File: config.mk
export PLATFORM = sky130hd
export DESIGN_NAME = static_memory_page_read_ctrl
export DESIGN_NICKNAME = d
export VERILOG_FILES = /design/src/core/static_memory_pkg.sv /design/src/core/static_memory_page_read_ctrl.sv
export VERILOG_INCLUDE_DIRS = /design/src /design/src/core
export SDC_FILE = /design/constraint.sdc
export NUM_CORES = 2
export LEC_CHECK = 0
export BUFFER_PORTS_ARGS = -buffer_cell sky130_fd_sc_hd__buf_4
export CORE_AREA = 2 2 344 482
export CTS_CLUSTER_SIZE = 40
export DETAILED_ROUTE_END_ITERATION = 12
export DIE_AREA = 0 0 346 484
export PLACE_DENSITY = 0.7
export SYNTH_ARGS = -nofsm -noshare
export SYNTH_HDL_FRONTEND = slang
export SYNTH_SLANG_ARGS = --single-unit
File: constraint.sdc
create_clock -name pclk -period 5.1 [get_ports pclk]
set_clock_uncertainty 0.15 [all_clocks]
set_input_delay 1.02 -clock pclk [delete_from_list [all_inputs] [get_ports pclk]]
set_output_delay 1.02 -clock pclk [all_outputs]
set_load 0.02 [all_outputs]
File: src/core/static_memory_params.svh
// Constants for the static memory page read controller.
`ifndef STATIC_MEMORY_PARAMS_SVH
`define STATIC_MEMORY_PARAMS_SVH

`define OFS_SETUP        4'h0
`define OFS_PULSE        4'h4
`define OFS_CYCLE        4'h8
`define OFS_MODE         4'hC
`define CS_STRIDE        8'h10
`define OFS_STATUS       8'h80
`define RST_SETUP        32'h00000000
`define RST_PULSE        32'h01010101
`define RST_CYCLE        32'h00010001
`define RST_MODE         32'h10001000

`define MODE_BAT         8
`define MODE_DBW_LO      12
`define MODE_PAGE_BURST_ENABLE        24
`define MODE_PS_LO       28

`define SLOW_RD_SETUP    10'h001
`define SLOW_RD_PULSE    10'h001
`define SLOW_CS_RD_SETUP 10'h000
`define SLOW_CS_RD_PULSE 10'h002
`define SLOW_RD_CYCLE    10'h002
`define SLOW_WR_SETUP    10'h001
`define SLOW_WR_PULSE    10'h001
`define SLOW_CS_WR_SETUP 10'h000
`define SLOW_CS_WR_PULSE 10'h003
`define SLOW_WR_CYCLE    10'h003

`endif

File: src/core/static_memory_pkg.sv
// Types shared by the static memory page read controller.
package static_memory_pkg;

	typedef struct packed {
		logic        valid;
		logic        write;
		logic [2:0]  cs;
		logic [25:0] addr;
		logic [3:0]  be;
		logic [31:0] wdata;
	} mem_req_t;

	typedef struct packed {
		logic        valid;
		logic [31:0] rdata;
	} mem_rsp_t;

	typedef struct packed {
		logic [9:0] cs_setup;
		logic [9:0] cs_pulse;
		logic [9:0] st_setup;
		logic [9:0] st_pulse;
		logic [9:0] total;
	} wave_t;

	typedef enum logic [1:0] {
		ST_IDLE,
		ST_RUN,
		ST_PAGE_RUN,
		ST_PAGE_OPEN
	} seq_state_t;

endpackage

File: src/core/static_memory_page_read_ctrl.sv
// Static memory controller with per-chip-select timing and page-mode reads.
//
// Added by the designer: register access over APB.
`timescale 1ns/1ps
`default_nettype none
`include "static_memory_params.svh"

module static_memory_page_read_ctrl (
	input  wire logic                      pclk,
	input  wire logic                      presetn,
	input  wire logic                      psel,
	input  wire logic                      penable,
	input  wire logic                      pwrite,
	input  wire logic [7:0]                paddr,
	input  wire logic [31:0]               pwdata,
	output logic [31:0]                    prdata,
	output logic                           pready,
	output logic                           pslverr,
	input  wire logic                      slow_clock_mode,
	input  wire logic                      other_access,
	input  wire static_memory_pkg::mem_req_t req,
	output logic                           req_ready,
	output static_memory_pkg::mem_rsp_t    rsp,
	output logic [7:0]                     chip_select_n,
	output logic                           read_strobe_n,
	output logic                           write_strobe_n,
	output logic [3:0]                     byte_sel_n,
	output logic [3:0]                     write_byte_n,
	output logic [25:0]                    mem_addr,
	output logic [31:0]                    mem_wdata,
	output logic                           mem_data_oe,
	input  wire logic [31:0]               mem_rdata
);
	import static_memory_pkg::*;

	// ****************************************************************
	// Field decoding.
	// ****************************************************************
	function automatic logic [9:0] setup_len(input logic [5:0] f);
		setup_len = {2'b00, f[5], 2'b00, f[4:0]};
	endfunction

	function automatic logic [9:0] pulse_len(input logic [6:0] f);
		pulse_len = {1'b0, f[6], 2'b00, f[5:0]};
	endfunction

	function automatic logic [9:0] cycle_len(input logic [8:0] f);
		cycle_len = {f[8:7], 1'b0, f[6:0]};
	endfunction

	function automatic logic [9:0] at_least_one(input logic [9:0] v);
		at_least_one = (v == 10'h000) ? 10'h001 : v;
	endfunction

	// Page address: bits below 2 + page size are the in-page offset.
	function automatic logic [25:0] page_of(input logic [25:0] a,
		input logic [1:0] ps);
		page_of = a & ~((26'h0000004 << ps) - 26'h0000001);
	endfunction

	// ****************************************************************
	// Register file.
	// ****************************************************************
	logic [31:0] staged_setup [8];
	logic [31:0] staged_pulse [8];
	logic [31:0] staged_cycle [8];
	logic [31:0] mode         [8];
	logic [31:0] act_setup    [8];
	logic [31:0] act_pulse    [8];
	logic [31:0] act_cycle    [8];

	seq_state_t  state;
	logic        page_valid;
	logic [2:0]  page_cs;
	logic [25:0] page_addr;

	logic        wr_en;
	logic        rd_setup;
	logic [2:0]  reg_cs;
	logic [3:0]  reg_ofs;
	logic        mapped;
	logic [31:0] next_prdata;

	assign wr_en    = psel && penable && pwrite && mapped;
	assign rd_setup = psel && !penable && !pwrite;
	assign reg_cs   = paddr[6:4];
	assign reg_ofs  = paddr[3:0];
	assign mapped   = (paddr[7] == 1'b0) || (paddr == `OFS_STATUS);
	assign pready   = 1'b1;
	assign pslverr  = psel && penable && !mapped;

	always_comb begin
		next_prdata = 32'h00000000;
		if (paddr == `OFS_STATUS) begin
			next_prdata = {28'h0000000, slow_clock_mode, page_valid,
				state == ST_PAGE_OPEN, state != ST_IDLE};
		end else if (paddr[7]) begin
			next_prdata = 32'h00000000;
		end else if (reg_ofs == `OFS_SETUP) begin
			next_prdata = staged_setup[reg_cs];
		end else if (reg_ofs == `OFS_PULSE) begin
			next_prdata = staged_pulse[reg_cs];
		end else if (reg_ofs == `OFS_CYCLE) begin
			next_prdata = staged_cycle[reg_cs];
		end else if (reg_ofs == `OFS_MODE) begin
			next_prdata = mode[reg_cs];
		end
	end

	always_ff @(posedge pclk or negedge presetn) begin
		if (!presetn) begin
			prdata <= 32'h00000000;
		end else if (rd_setup) begin
			prdata <= next_prdata;
		end
	end

	// Eight groups of four registers at a 0x10 stride.
	always_ff @(posedge pclk or negedge presetn) begin
		if (!presetn) begin
			for (int i = 0; i < 8; i++) begin
				staged_setup[i] <= `RST_SETUP;
				staged_pulse[i] <= `RST_PULSE;
				staged_cycle[i] <= `RST_CYCLE;
				mode[i]         <= `RST_MODE;
			end
		end else if (wr_en && !paddr[7]) begin
			if (reg_ofs == `OFS_SETUP) begin
				staged_setup[reg_cs] <= pwdata;
			end else if (reg_ofs == `OFS_PULSE) begin
				staged_pulse[reg_cs] <= pwdata;
			end else if (reg_ofs == `OFS_CYCLE) begin
				staged_cycle[reg_cs] <= pwdata;
			end else if (reg_ofs == `OFS_MODE) begin
				mode[reg_cs] <= pwdata;
			end
		end
	end

	// Timings written so far go live together on any mode register write.
	always_ff @(posedge pclk or negedge presetn) begin
		if (!presetn) begin
			for (int i = 0; i < 8; i++) begin
				act_setup[i] <= `RST_SETUP;
				act_pulse[i] <= `RST_PULSE;
				act_cycle[i] <= `RST_CYCLE;
			end
		end else if (wr_en && !paddr[7] && reg_ofs == `OFS_MODE) begin
			for (int i = 0; i < 8; i++) begin
				act_setup[i] <= staged_setup[i];
				act_pulse[i] <= staged_pulse[i];
				act_cycle[i] <= staged_cycle[i];
			end
		end
	end

	// ****************************************************************
	// Waveform selection for a new request.
	// ****************************************************************
	logic [31:0] sel_setup;
	logic [31:0] sel_pulse;
	logic [31:0] sel_cycle;
	logic [31:0] sel_mode;
	logic        page_req;
	logic        page_hit;
	wave_t       next_wave;

	assign sel_setup = act_setup[req.cs];
	assign sel_pulse = act_pulse[req.cs];
	assign sel_cycle = act_cycle[req.cs];
	assign sel_mode  = mode[req.cs];
	assign page_req  = !req.write && sel_mode[`MODE_PAGE_BURST_ENABLE]
		&& !slow_clock_mode;
	assign page_hit  = page_valid && page_cs == req.cs && page_addr
		== page_of(req.addr, sel_mode[`MODE_PS_LO +: 2]);

	always_comb begin
		next_wave = '0;
		if (slow_clock_mode && req.write) begin
			next_wave.cs_setup = `SLOW_CS_WR_SETUP;
			next_wave.cs_pulse = `SLOW_CS_WR_PULSE;
			next_wave.st_setup = `SLOW_WR_SETUP;
			next_wave.st_pulse = `SLOW_WR_PULSE;
			next_wave.total    = `SLOW_WR_CYCLE;
		end else if (slow_clock_mode) begin
			next_wave.cs_setup = `SLOW_CS_RD_SETUP;
			next_wave.cs_pulse = `SLOW_CS_RD_PULSE;
			next_wave.st_setup = `SLOW_RD_SETUP;
			next_wave.st_pulse = `SLOW_RD_PULSE;
			next_wave.total    = `SLOW_RD_CYCLE;
		end else if (page_req) begin
			// Setups, read mode and total length play no part here.
			next_wave.st_pulse = at_least_one(page_hit
				? pulse_len(sel_pulse[22:16])
				: pulse_len(sel_pulse[30:24]));
			next_wave.cs_pulse = next_wave.st_pulse;
			next_wave.total    = next_wave.st_pulse;
		end else if (req.write) begin
			next_wave.cs_setup = setup_len(sel_setup[13:8]);
			next_wave.cs_pulse = pulse_len(sel_pulse[14:8]);
			next_wave.st_setup = setup_len(sel_setup[5:0]);
			next_wave.st_pulse = pulse_len(sel_pulse[6:0]);
			next_wave.total    = at_least_one(cycle_len(sel_cycle[8:0]));
		end else begin
			next_wave.cs_setup = setup_len(sel_setup[29:24]);
			next_wave.cs_pulse = pulse_len(sel_pulse[30:24]);
			next_wave.st_setup = setup_len(sel_setup[21:16]);
			next_wave.st_pulse = pulse_len(sel_pulse[22:16]);
			next_wave.total    = at_least_one(cycle_len(sel_cycle[24:16]));
		end
	end

	// ****************************************************************
	// Access sequencer.
	// ****************************************************************
	wave_t       wave;
	logic [9:0]  cnt;
	logic        cur_write;
	logic [2:0]  cur_cs;
	logic [3:0]  cur_be;
	logic        cur_bat;
	logic        last_cycle;
	logic        sample_cycle;
	logic        take;
	logic        release_page;
	logic        sample_late;
	logic        done_late;

	assign last_cycle   = (cnt == wave.total - 10'h001);
	assign sample_cycle = (cnt == wave.st_setup + wave.st_pulse - 10'h001);
	assign release_page = other_access || slow_clock_mode
		|| (req.valid && !(page_req && page_hit));

	always_comb begin
		req_ready = 1'b0;
		if (state == ST_IDLE) begin
			req_ready = !other_access;
		end else if (state == ST_PAGE_OPEN) begin
			req_ready = !release_page;
		end
	end
	assign take = req.valid && req_ready;

	always_ff @(posedge pclk or negedge presetn) begin
		if (!presetn) begin
			state <= ST_IDLE;
			cnt   <= 10'h000;
		end else begin
			case (state)
				ST_IDLE: begin
					cnt <= 10'h000;
					if (take) begin
						state <= page_req ? ST_PAGE_RUN : ST_RUN;
					end
				end
				ST_RUN: begin
					cnt <= cnt + 10'h001;
					if (last_cycle) begin
						state <= ST_IDLE;
					end
				end
				ST_PAGE_RUN: begin
					cnt <= cnt + 10'h001;
					if (last_cycle) begin
						state <= ST_PAGE_OPEN;
					end
				end
				ST_PAGE_OPEN: begin
					cnt <= 10'h000;
					if (take) begin
						state <= ST_PAGE_RUN;
					end else if (release_page) begin
						state <= ST_IDLE;
					end
				end
				default: begin
					state <= ST_IDLE;
				end
			endcase
		end
	end

	// The waveform is frozen at the start, so a slow clock exit mid
	// transfer still completes with the slow set.
	always_ff @(posedge pclk or negedge presetn) begin
		if (!presetn) begin
			wave      <= '0;
			cur_write <= 1'b0;
			cur_cs    <= 3'h0;
			cur_be    <= 4'h0;
			cur_bat   <= 1'b0;
			mem_addr  <= 26'h0000000;
			mem_wdata <= 32'h00000000;
		end else if (take) begin
			wave      <= next_wave;
			cur_write <= req.write;
			cur_cs    <= req.cs;
			cur_be    <= req.be;
			cur_bat   <= sel_mode[`MODE_BAT];
			mem_wdata <= req.wdata;
			if (sel_mode[`MODE_DBW_LO +: 2] == 2'b01) begin
				mem_addr <= {req.addr[25:1], 1'b0};
			end else if (sel_mode[`MODE_DBW_LO +: 2] == 2'b10) begin
				mem_addr <= {req.addr[25:2], 2'b00};
			end else begin
				mem_addr <= req.addr;
			end
		end
	end

	// Page record; dropped whenever chip select is released.
	always_ff @(posedge pclk or negedge presetn) begin
		if (!presetn) begin
			page_valid <= 1'b0;
			page_cs    <= 3'h0;
			page_addr  <= 26'h0000000;
		end else if (take && page_req) begin
			page_valid <= 1'b1;
			page_cs    <= req.cs;
			page_addr  <= page_of(req.addr, sel_mode[`MODE_PS_LO +: 2]);
		end else if (state == ST_PAGE_OPEN && release_page) begin
			page_valid <= 1'b0;
		end else if (state == ST_IDLE || state == ST_RUN) begin
			page_valid <= 1'b0;
		end
	end

	// ****************************************************************
	// Response.
	// ****************************************************************
	always_ff @(posedge pclk or negedge presetn) begin
		if (!presetn) begin
			rsp         <= '0;
			sample_late <= 1'b0;
			done_late   <= 1'b0;
		end else begin
			// Strobes lag the counter by a cycle, so data is taken a
			// cycle late, while the strobe is still low.
			sample_late <= !cur_write && (state == ST_PAGE_RUN
				? last_cycle : (state == ST_RUN && sample_cycle));
			done_late   <= (state == ST_RUN || state == ST_PAGE_RUN)
				&& last_cycle;
			rsp.valid   <= done_late;
			if (sample_late) begin
				rsp.rdata <= mem_rdata;
			end
		end
	end

	// ****************************************************************
	// Memory strobes, registered one cycle after the counter.
	// ****************************************************************
	logic cs_on;
	logic st_on;

	assign cs_on = (state == ST_PAGE_RUN) || (state == ST_PAGE_OPEN)
		|| (state == ST_RUN && cnt >= wave.cs_setup
		&& cnt < wave.cs_setup + wave.cs_pulse);
	assign st_on = (state == ST_PAGE_RUN) || (state == ST_PAGE_OPEN)
		|| (state == ST_RUN && cnt >= wave.st_setup
		&& cnt < wave.st_setup + wave.st_pulse);

	always_ff @(posedge pclk or negedge presetn) begin
		if (!presetn) begin
			chip_select_n  <= 8'hFF;
			read_strobe_n  <= 1'b1;
			write_strobe_n <= 1'b1;
			byte_sel_n     <= 4'hF;
			write_byte_n   <= 4'hF;
			mem_data_oe    <= 1'b0;
		end else begin
			chip_select_n  <= cs_on ? ~(8'h01 << cur_cs) : 8'hFF;
			read_strobe_n  <= !(st_on && !cur_write);
			write_strobe_n <= !(st_on && cur_write && !cur_bat);
			byte_sel_n     <= (cs_on && !cur_bat) ? ~cur_be : 4'hF;
			write_byte_n   <= (st_on && cur_write && cur_bat)
				? ~cur_be : 4'hF;
			mem_data_oe    <= state == ST_RUN && cur_write;
		end
	end

endmodule
`default_nettype wire

---- Word level (Yosys, flattened, before mapping) ----
Cells that the tools add are included.
storage, ports and cells
  output and inout port bits .............. 145
  word-level logic and storage cells ...... 258
  input port bits ......................... 146
  flip-flop bits (word level) ............. 2,037
operators by class
  add/subtract/negate cells ............... 6
  magnitude comparators ................... 7
  muxes and demuxes ....................... 66
  shift-type cells ........................ 2
  equal/unequal tests ..................... 17
  bitwise operators ....................... 10
  reductions and logical operators ........ 67
operators with widths
  operator               number
  $bwmux 256             4
  $bmux 32 s3            8
  $mux 32                15
  $mux 30                4
  $mux 50                2
  $demux 32 s3           1
  $mux 31                2
  $mux 10                5
  $mux 25                2
  $mux 48                1
  $logic_and 1x1->1      32
  $and 26x26->26         1
  $eq 26x26->1           1
  $not 26->26            1
  $shl 3x2->26 const A   1
  $sub 26x1->26 const B  1
  $add 10x10->10         2
  $eq 10x10->1           2
  $ge 10x10->1           2
  $lt 10x10->1           2
  $mux 20                1
  $pmux 10 s2            1
  $sub 10x1->10 const B  2
  $logic_not 9->1        2
  other kinds (34)       80

---- Logic depth before layout (Yosys ltp) ----
  depth in word-level cells ............... 20
  depth in mapped cells ................... 17
  mapped depth without buffers ............ 13

---- Worst setup path after synthesis ----
Ideal clock, no wire load.
  kind .................................... input port to output port
  start ................................... input port req[63] in the netlist's numbering
  end ..................................... output port req_ready
  buffers on the path ..................... 3
  stages .................................. 15
  data arrival time ....................... 3.855 ns
  required time ........................... 3.930 ns
  path slack .............................. 0.075 ns
  path through ............................ buf_4 > buf_6 > mux4_2 > mux2i_1 > nand2_1 > ha_1 > nand2_1 > xor2_1 > o2111ai_1 > nor4_1 > nand4_2 > buf_6 > o21ai_0 > a31oi_1 > nor2_1
on the way
  word-level cells in the longest chain between the ends .. 17
  elaborated cells on any way between the ends .. 21
  classes of those cells .................. 1 x add/sub; 2 x eq/ne; 1 x shift; 5 x mux; 3 x bitwise; 9 x reduce/logical
ends and longest elaborated chain
  item                                        RTL line                             source
  start: declaration                          static_memory_page_read_ctrl.sv:21   input wire static_memory_pkg::mem_req_t req,
  $not 3->4 (not written as such)             static_memory_page_read_ctrl.sv:171  assign sel_mode = mode[req.cs];
  $bmux 32 s3                                 static_memory_page_read_ctrl.sv:171
  $mux 30 (not written as such) (2 in a row)  static_memory_page_read_ctrl.sv:171
  $shl 3x2->26                                static_memory_page_read_ctrl.sv:58   page_of = a & ~((26'h0000004 << ps) - 26'h0000001);
  $sub 26x1->26                               static_memory_page_read_ctrl.sv:58
  $not 26->26                                 static_memory_page_read_ctrl.sv:58
  $and 26x26->26                              static_memory_page_read_ctrl.sv:58
  $eq 26x26->1                                static_memory_page_read_ctrl.sv:174  assign page_hit = page_valid && page_cs == req.cs && page_addr
  $logic_and 1x1->1                           static_memory_page_read_ctrl.sv:174
  $logic_and 1x1->1 (*)                       static_memory_page_read_ctrl.sv:232  || (req.valid && !(page_req && page_hit));
  $logic_not 1->1 (*)                         static_memory_page_read_ctrl.sv:232
  $logic_and 1x1->1 (*)                       static_memory_page_read_ctrl.sv:232
  $logic_or 1x1->1 (*)                        static_memory_page_read_ctrl.sv:232
  $logic_not 1->1 (*)                         static_memory_page_read_ctrl.sv:239  req_ready = !release_page;
  $mux 1 (*)                                  static_memory_page_read_ctrl.sv:238  end else if (state == ST_PAGE_OPEN) begin
  $mux 1 (*)                                  static_memory_page_read_ctrl.sv:236  if (state == ST_IDLE) begin
  end: declaration                            static_memory_page_read_ctrl.sv:22   output logic req_ready,
Every way passes the cells marked *; elsewhere a longest branch is shown, timed or not. The select of a mux whose other input is x is not followed.

---- Worst setup path in the final report ----
  start ................................... register mode[29] in the netlist's numbering
  end ..................................... output port req_ready
on the way
  word-level cells in the longest chain between the ends .. 16
ends and longest elaborated chain
  item                                        RTL line                             source
  start: declaration                          static_memory_page_read_ctrl.sv:67   logic [31:0] mode [8];
  start signal: indexed assignment            static_memory_page_read_ctrl.sv:125  mode[i] <= `RST_MODE;
  start signal: indexed assignment            static_memory_page_read_ctrl.sv:135  mode[reg_cs] <= pwdata;
  $bmux 32 s3                                 static_memory_page_read_ctrl.sv:171
  $mux 30 (not written as such) (2 in a row)  static_memory_page_read_ctrl.sv:171
  $shl 3x2->26                                static_memory_page_read_ctrl.sv:58
  $sub 26x1->26                               static_memory_page_read_ctrl.sv:58
  $not 26->26                                 static_memory_page_read_ctrl.sv:58
  $and 26x26->26                              static_memory_page_read_ctrl.sv:58
  $eq 26x26->1                                static_memory_page_read_ctrl.sv:174
  $logic_and 1x1->1                           static_memory_page_read_ctrl.sv:174
  $logic_and 1x1->1                           static_memory_page_read_ctrl.sv:232
  $logic_not 1->1                             static_memory_page_read_ctrl.sv:232
  $logic_and 1x1->1                           static_memory_page_read_ctrl.sv:232
  $logic_or 1x1->1                            static_memory_page_read_ctrl.sv:232
  $logic_not 1->1                             static_memory_page_read_ctrl.sv:239
  $mux 1                                      static_memory_page_read_ctrl.sv:238
  $mux 1                                      static_memory_page_read_ctrl.sv:236
Every way passes these cells. The select of a mux whose other input is x is not followed.

==> impl_metrics.ini <==
[floorplan]
std_cell_rows = 176
fp.dieW_um = 346
io_pins = 291
start_util_pct = 49.5
die_h_um = 484
dieArea_um2 = 167000
coreArea_um2 = 163000

[clock_network]
cts.sinks = 1812
clk_path_buf_depth = 3
post-cts-setup-buffers = 0
cts_buffers = 170
clk_latency_ns = 0.84
ctsHtreeMaxLevel = 4
clkTransAtPathRegs_ns = 0.06
tritoncts = built
cts_root_buffer = clkbuf_16

[worst_setup_path]
max_stage_delay_ns = 0.52
cpMostUsedCell = buf_4
cp.arrival_ns = 3.91
crit_type = reg2out
r2r-start = wave[10]
cp-start-kind = register
end_kind = output pin
cp_cell_sequence = mux4_2 -> mux2i_4 -> nand2_1 -> ha_1 -> nand2_2 -> xor2_1 -> o2111ai_1 -> nor4_1 -> buf_4 -> nand4_4 -> o21ai_2 -> a31oi_1 -> nor2_1 -> buf_4
crit_start = mode[29]
critPathRequiredTime_ns = 3.93
cp_max_fo = 4
critical-path-slowest-cell = mux4_2
worstRegToRegCells = 11

[timing]
fin_crit_sh_pct = 99.7
drv_slew = 0
tightest_slew_ns = 1.21
whs_ns = 0.0481
setup_viol = 0
fmax_mhz = 197
max-slew-margin-rel_pct = 19.1
finalHoldViolations = 0
period_needed_ns = 5.08
rsz0062_at_grt = yes

[routing]
drcViolationCount = 0
wl_per_cell_um = 26.7
ant_nets = 0
drt_iter0_markers = 6126
drt_wl_total_um = 256000
via_per_inst = 6.19
via_count = 59400
drt-pass1-iter-count = 6

[global_routing]
grt_util_all_layers_pct = 30.6
grt-ovfl-total = 0
grt_max_degree = 214
grt_pass1_vias = 60000
grt_pass1_wl_um = 385000
antenna_found_initial = 11

[placement]
io_buffers = 289
hpwl_um = 161000
dpl-instance-area_um2 = 86800
place_congestion = 0.896

[synthesis]
synth.net_count = 7300
synth.ff_latch_count = 1812
synthDistinctLibCells = 77
ys_warn_count = 0
synthFlopType = dfrtp_1
synthCells = 7107
syn-cell-area_um2 = 80900
synthArstFlopShare_pct = 100
synth_seq_area_share_pct = 56.2
syn_avg_cell_area_um2 = 11.4
synth_edf_count = 0

[final_layout]
fillCellCount = 13400
layout_common_cells = 2010 x nand2_1, 1682 x dfrtp_1, 1069 x mux2_2
drive_above_1_share_pct = 30.9
seqCellArea_um2 = 45500
postLayoutCellArea_um2 = 92700
multiInputGateArea_um2 = 33400
nNetsFinal = 7495
syn2layout_area_growth_pct = 14.6
final_common_cell = nand2_1

[power]
leakagePower_nw = 46.2
p_per_area_nw_per_um2 = 356
ir_drop_v = 0.000386

[outcome]
status = finished clean

[worst_hold_path]
min_path_type = in2async

[job]
max_cap_violations = 0
==> synthesized netlist by cell type (all sizes together) (4+ instances only) <==
cell / number / share of area (%)
inv: 41 / 0.19
xor2: 21 / 0.23
o41ai: 32 / 0.35
clkbuf: 430 / 2.0
dfstp: 130 / 4.2
o221ai: 49 / 0.53
xnor2: 42 / 0.45
mux4: 157 / 4.4
nand2: 2022 / 9.4
nand3b: 6 / 0.056
or2: 6 / 0.046
a22oi: 126 / 1.2
o2111ai: 4 / 0.043
buf: 131 / 0.83
a22o: 9 / 0.097
a211oi: 21 / 0.19
o21a: 4 / 0.037
mux2i: 72 / 0.89
nor4: 63 / 0.49
o21ai: 122 / 0.77
o211ai: 18 / 0.17
nor3b: 8 / 0.074
nand3: 46 / 0.28
a211o: 4 / 0.043
and2: 7 / 0.054
ha: 45 / 0.70
nor3: 58 / 0.36
nor2b: 11 / 0.085
nand2b: 13 / 0.10
o22ai: 284 / 2.2
a221oi: 11 / 0.12
nand4b: 6 / 0.065
a31oi: 16 / 0.12
mux2: 1085 / 15
a21oi: 62 / 0.38
a21o: 8 / 0.074
dfrtp: 1682 / 52
nor2: 165 / 0.77
o31ai: 6 / 0.056
a41oi: 24 / 0.26
and3: 8 / 0.062
nand4: 13 / 0.11
==> layer usage <==
metal | routed length, um | up-vias | global-route usage [%]
met5 | 64 | - | 0
met4 | 15000 | 10 | 16.4
li1 | - | 25200 | -
met3 | 21400 | 697 | 5.72
met2 | 121000 | 2932 | 49.0
met1 | 99200 | 30600 | 39.5
==> power breakdown <==
group,switching (mW),internal (mW)
Sequential,0.516,15.0
Clock,5.75,7.67
Combinational,2.54,1.55
==> cells by family (layout without fill, tap and decap cells) <==
| logic type | count (synthesis) | in the layout | synth area share, % |
|---|---|---|---|
| xor+xnor | 63 | 63 | 0.682 |
| mux | 1314 | 1314 | 20.4 |
| buf+inv | 603 | 945 | 3.02 |
| compound gates | 819 | 819 | 6.83 |
| fa+ha+maj | 47 | 47 | 0.745 |
| other cells | 1 | 9 | 0.00463 |
| simple gates | 2448 | 2448 | 12.1 |
| flops | 1812 | 1812 | 56.2 |
==> sequential cells by signal, indices dropped and copies added (netlist names), 8 cells and up <==
register and count:
mem_addr 26, staged_pulse 256, act_pulse 224, wave 35, chip_select_n 8, act_cycle 144, page_addr 24, cnt 10
mem_wdata 32, act_setup 192, staged_setup 256, prdata 32, mode 256, staged_cycle 256, rsp 33
==> what timing repair did <==
item                                    CTS  global route
endpoints found under the setup margin    1             1
resized for setup                         4             3
pin swaps                                 1             1
hold buffers                              0             0
==> layout make-up <==
type	instances	area share [%]
timing repair buffer	584	5.49
tap	2136	2.88
antenna	8	0.0216
multi-input combinational	4692	36.0
inverter	42	0.170
clock inverter	56	0.772
clock buffer	263	5.61
sequential	1812	49.1
==> critical path, delay by kind of cell (launching register included) <==
kind,cells,cell delay [ns]
buf+inv,2,0.36
xor+xnor,1,0.14
fa+ha+maj,1,0.33
compound gates,3,0.40
flops,1,0.42
simple gates,5,0.73
mux,2,0.71
==> final timing paths <==
| kind | endpoint | slack, ns |
|---|---|---|
| worst max register to register | sample_late | 1.11 |
| max in group asynchronous | act_setup[205] | 3.35 |
| worst min-delay path | staged_cycle[22] | 0.05 |
| worst max-delay path | req_ready | 0.02 |
| min in group pclk | rsp[32] | 0.20 |
| worst min register to register | rsp[32] | 0.20 |
==> per-stage QoR <==
stage / TNS [ns] / power, mW / util, % / cells / worst slack, ns
floorplan: 0 / 17.8 / - / 7107 / 0.0753
global placement: -0.0880 / 19.7 / 53.1 / 9266 / -0.0880
detailed placement: -0.0509 / 19.8 / 53.1 / 9266 / -0.0509
CTS: -0.0533 / 33.1 / 56.7 / 9585 / -0.0533
global route: -0.167 / 34.1 / 56.7 / 9586 / -0.167
finish: 0 / 33.0 / 56.8 / 9593 / 0.0158
Power figures use the tool's default switching activity.
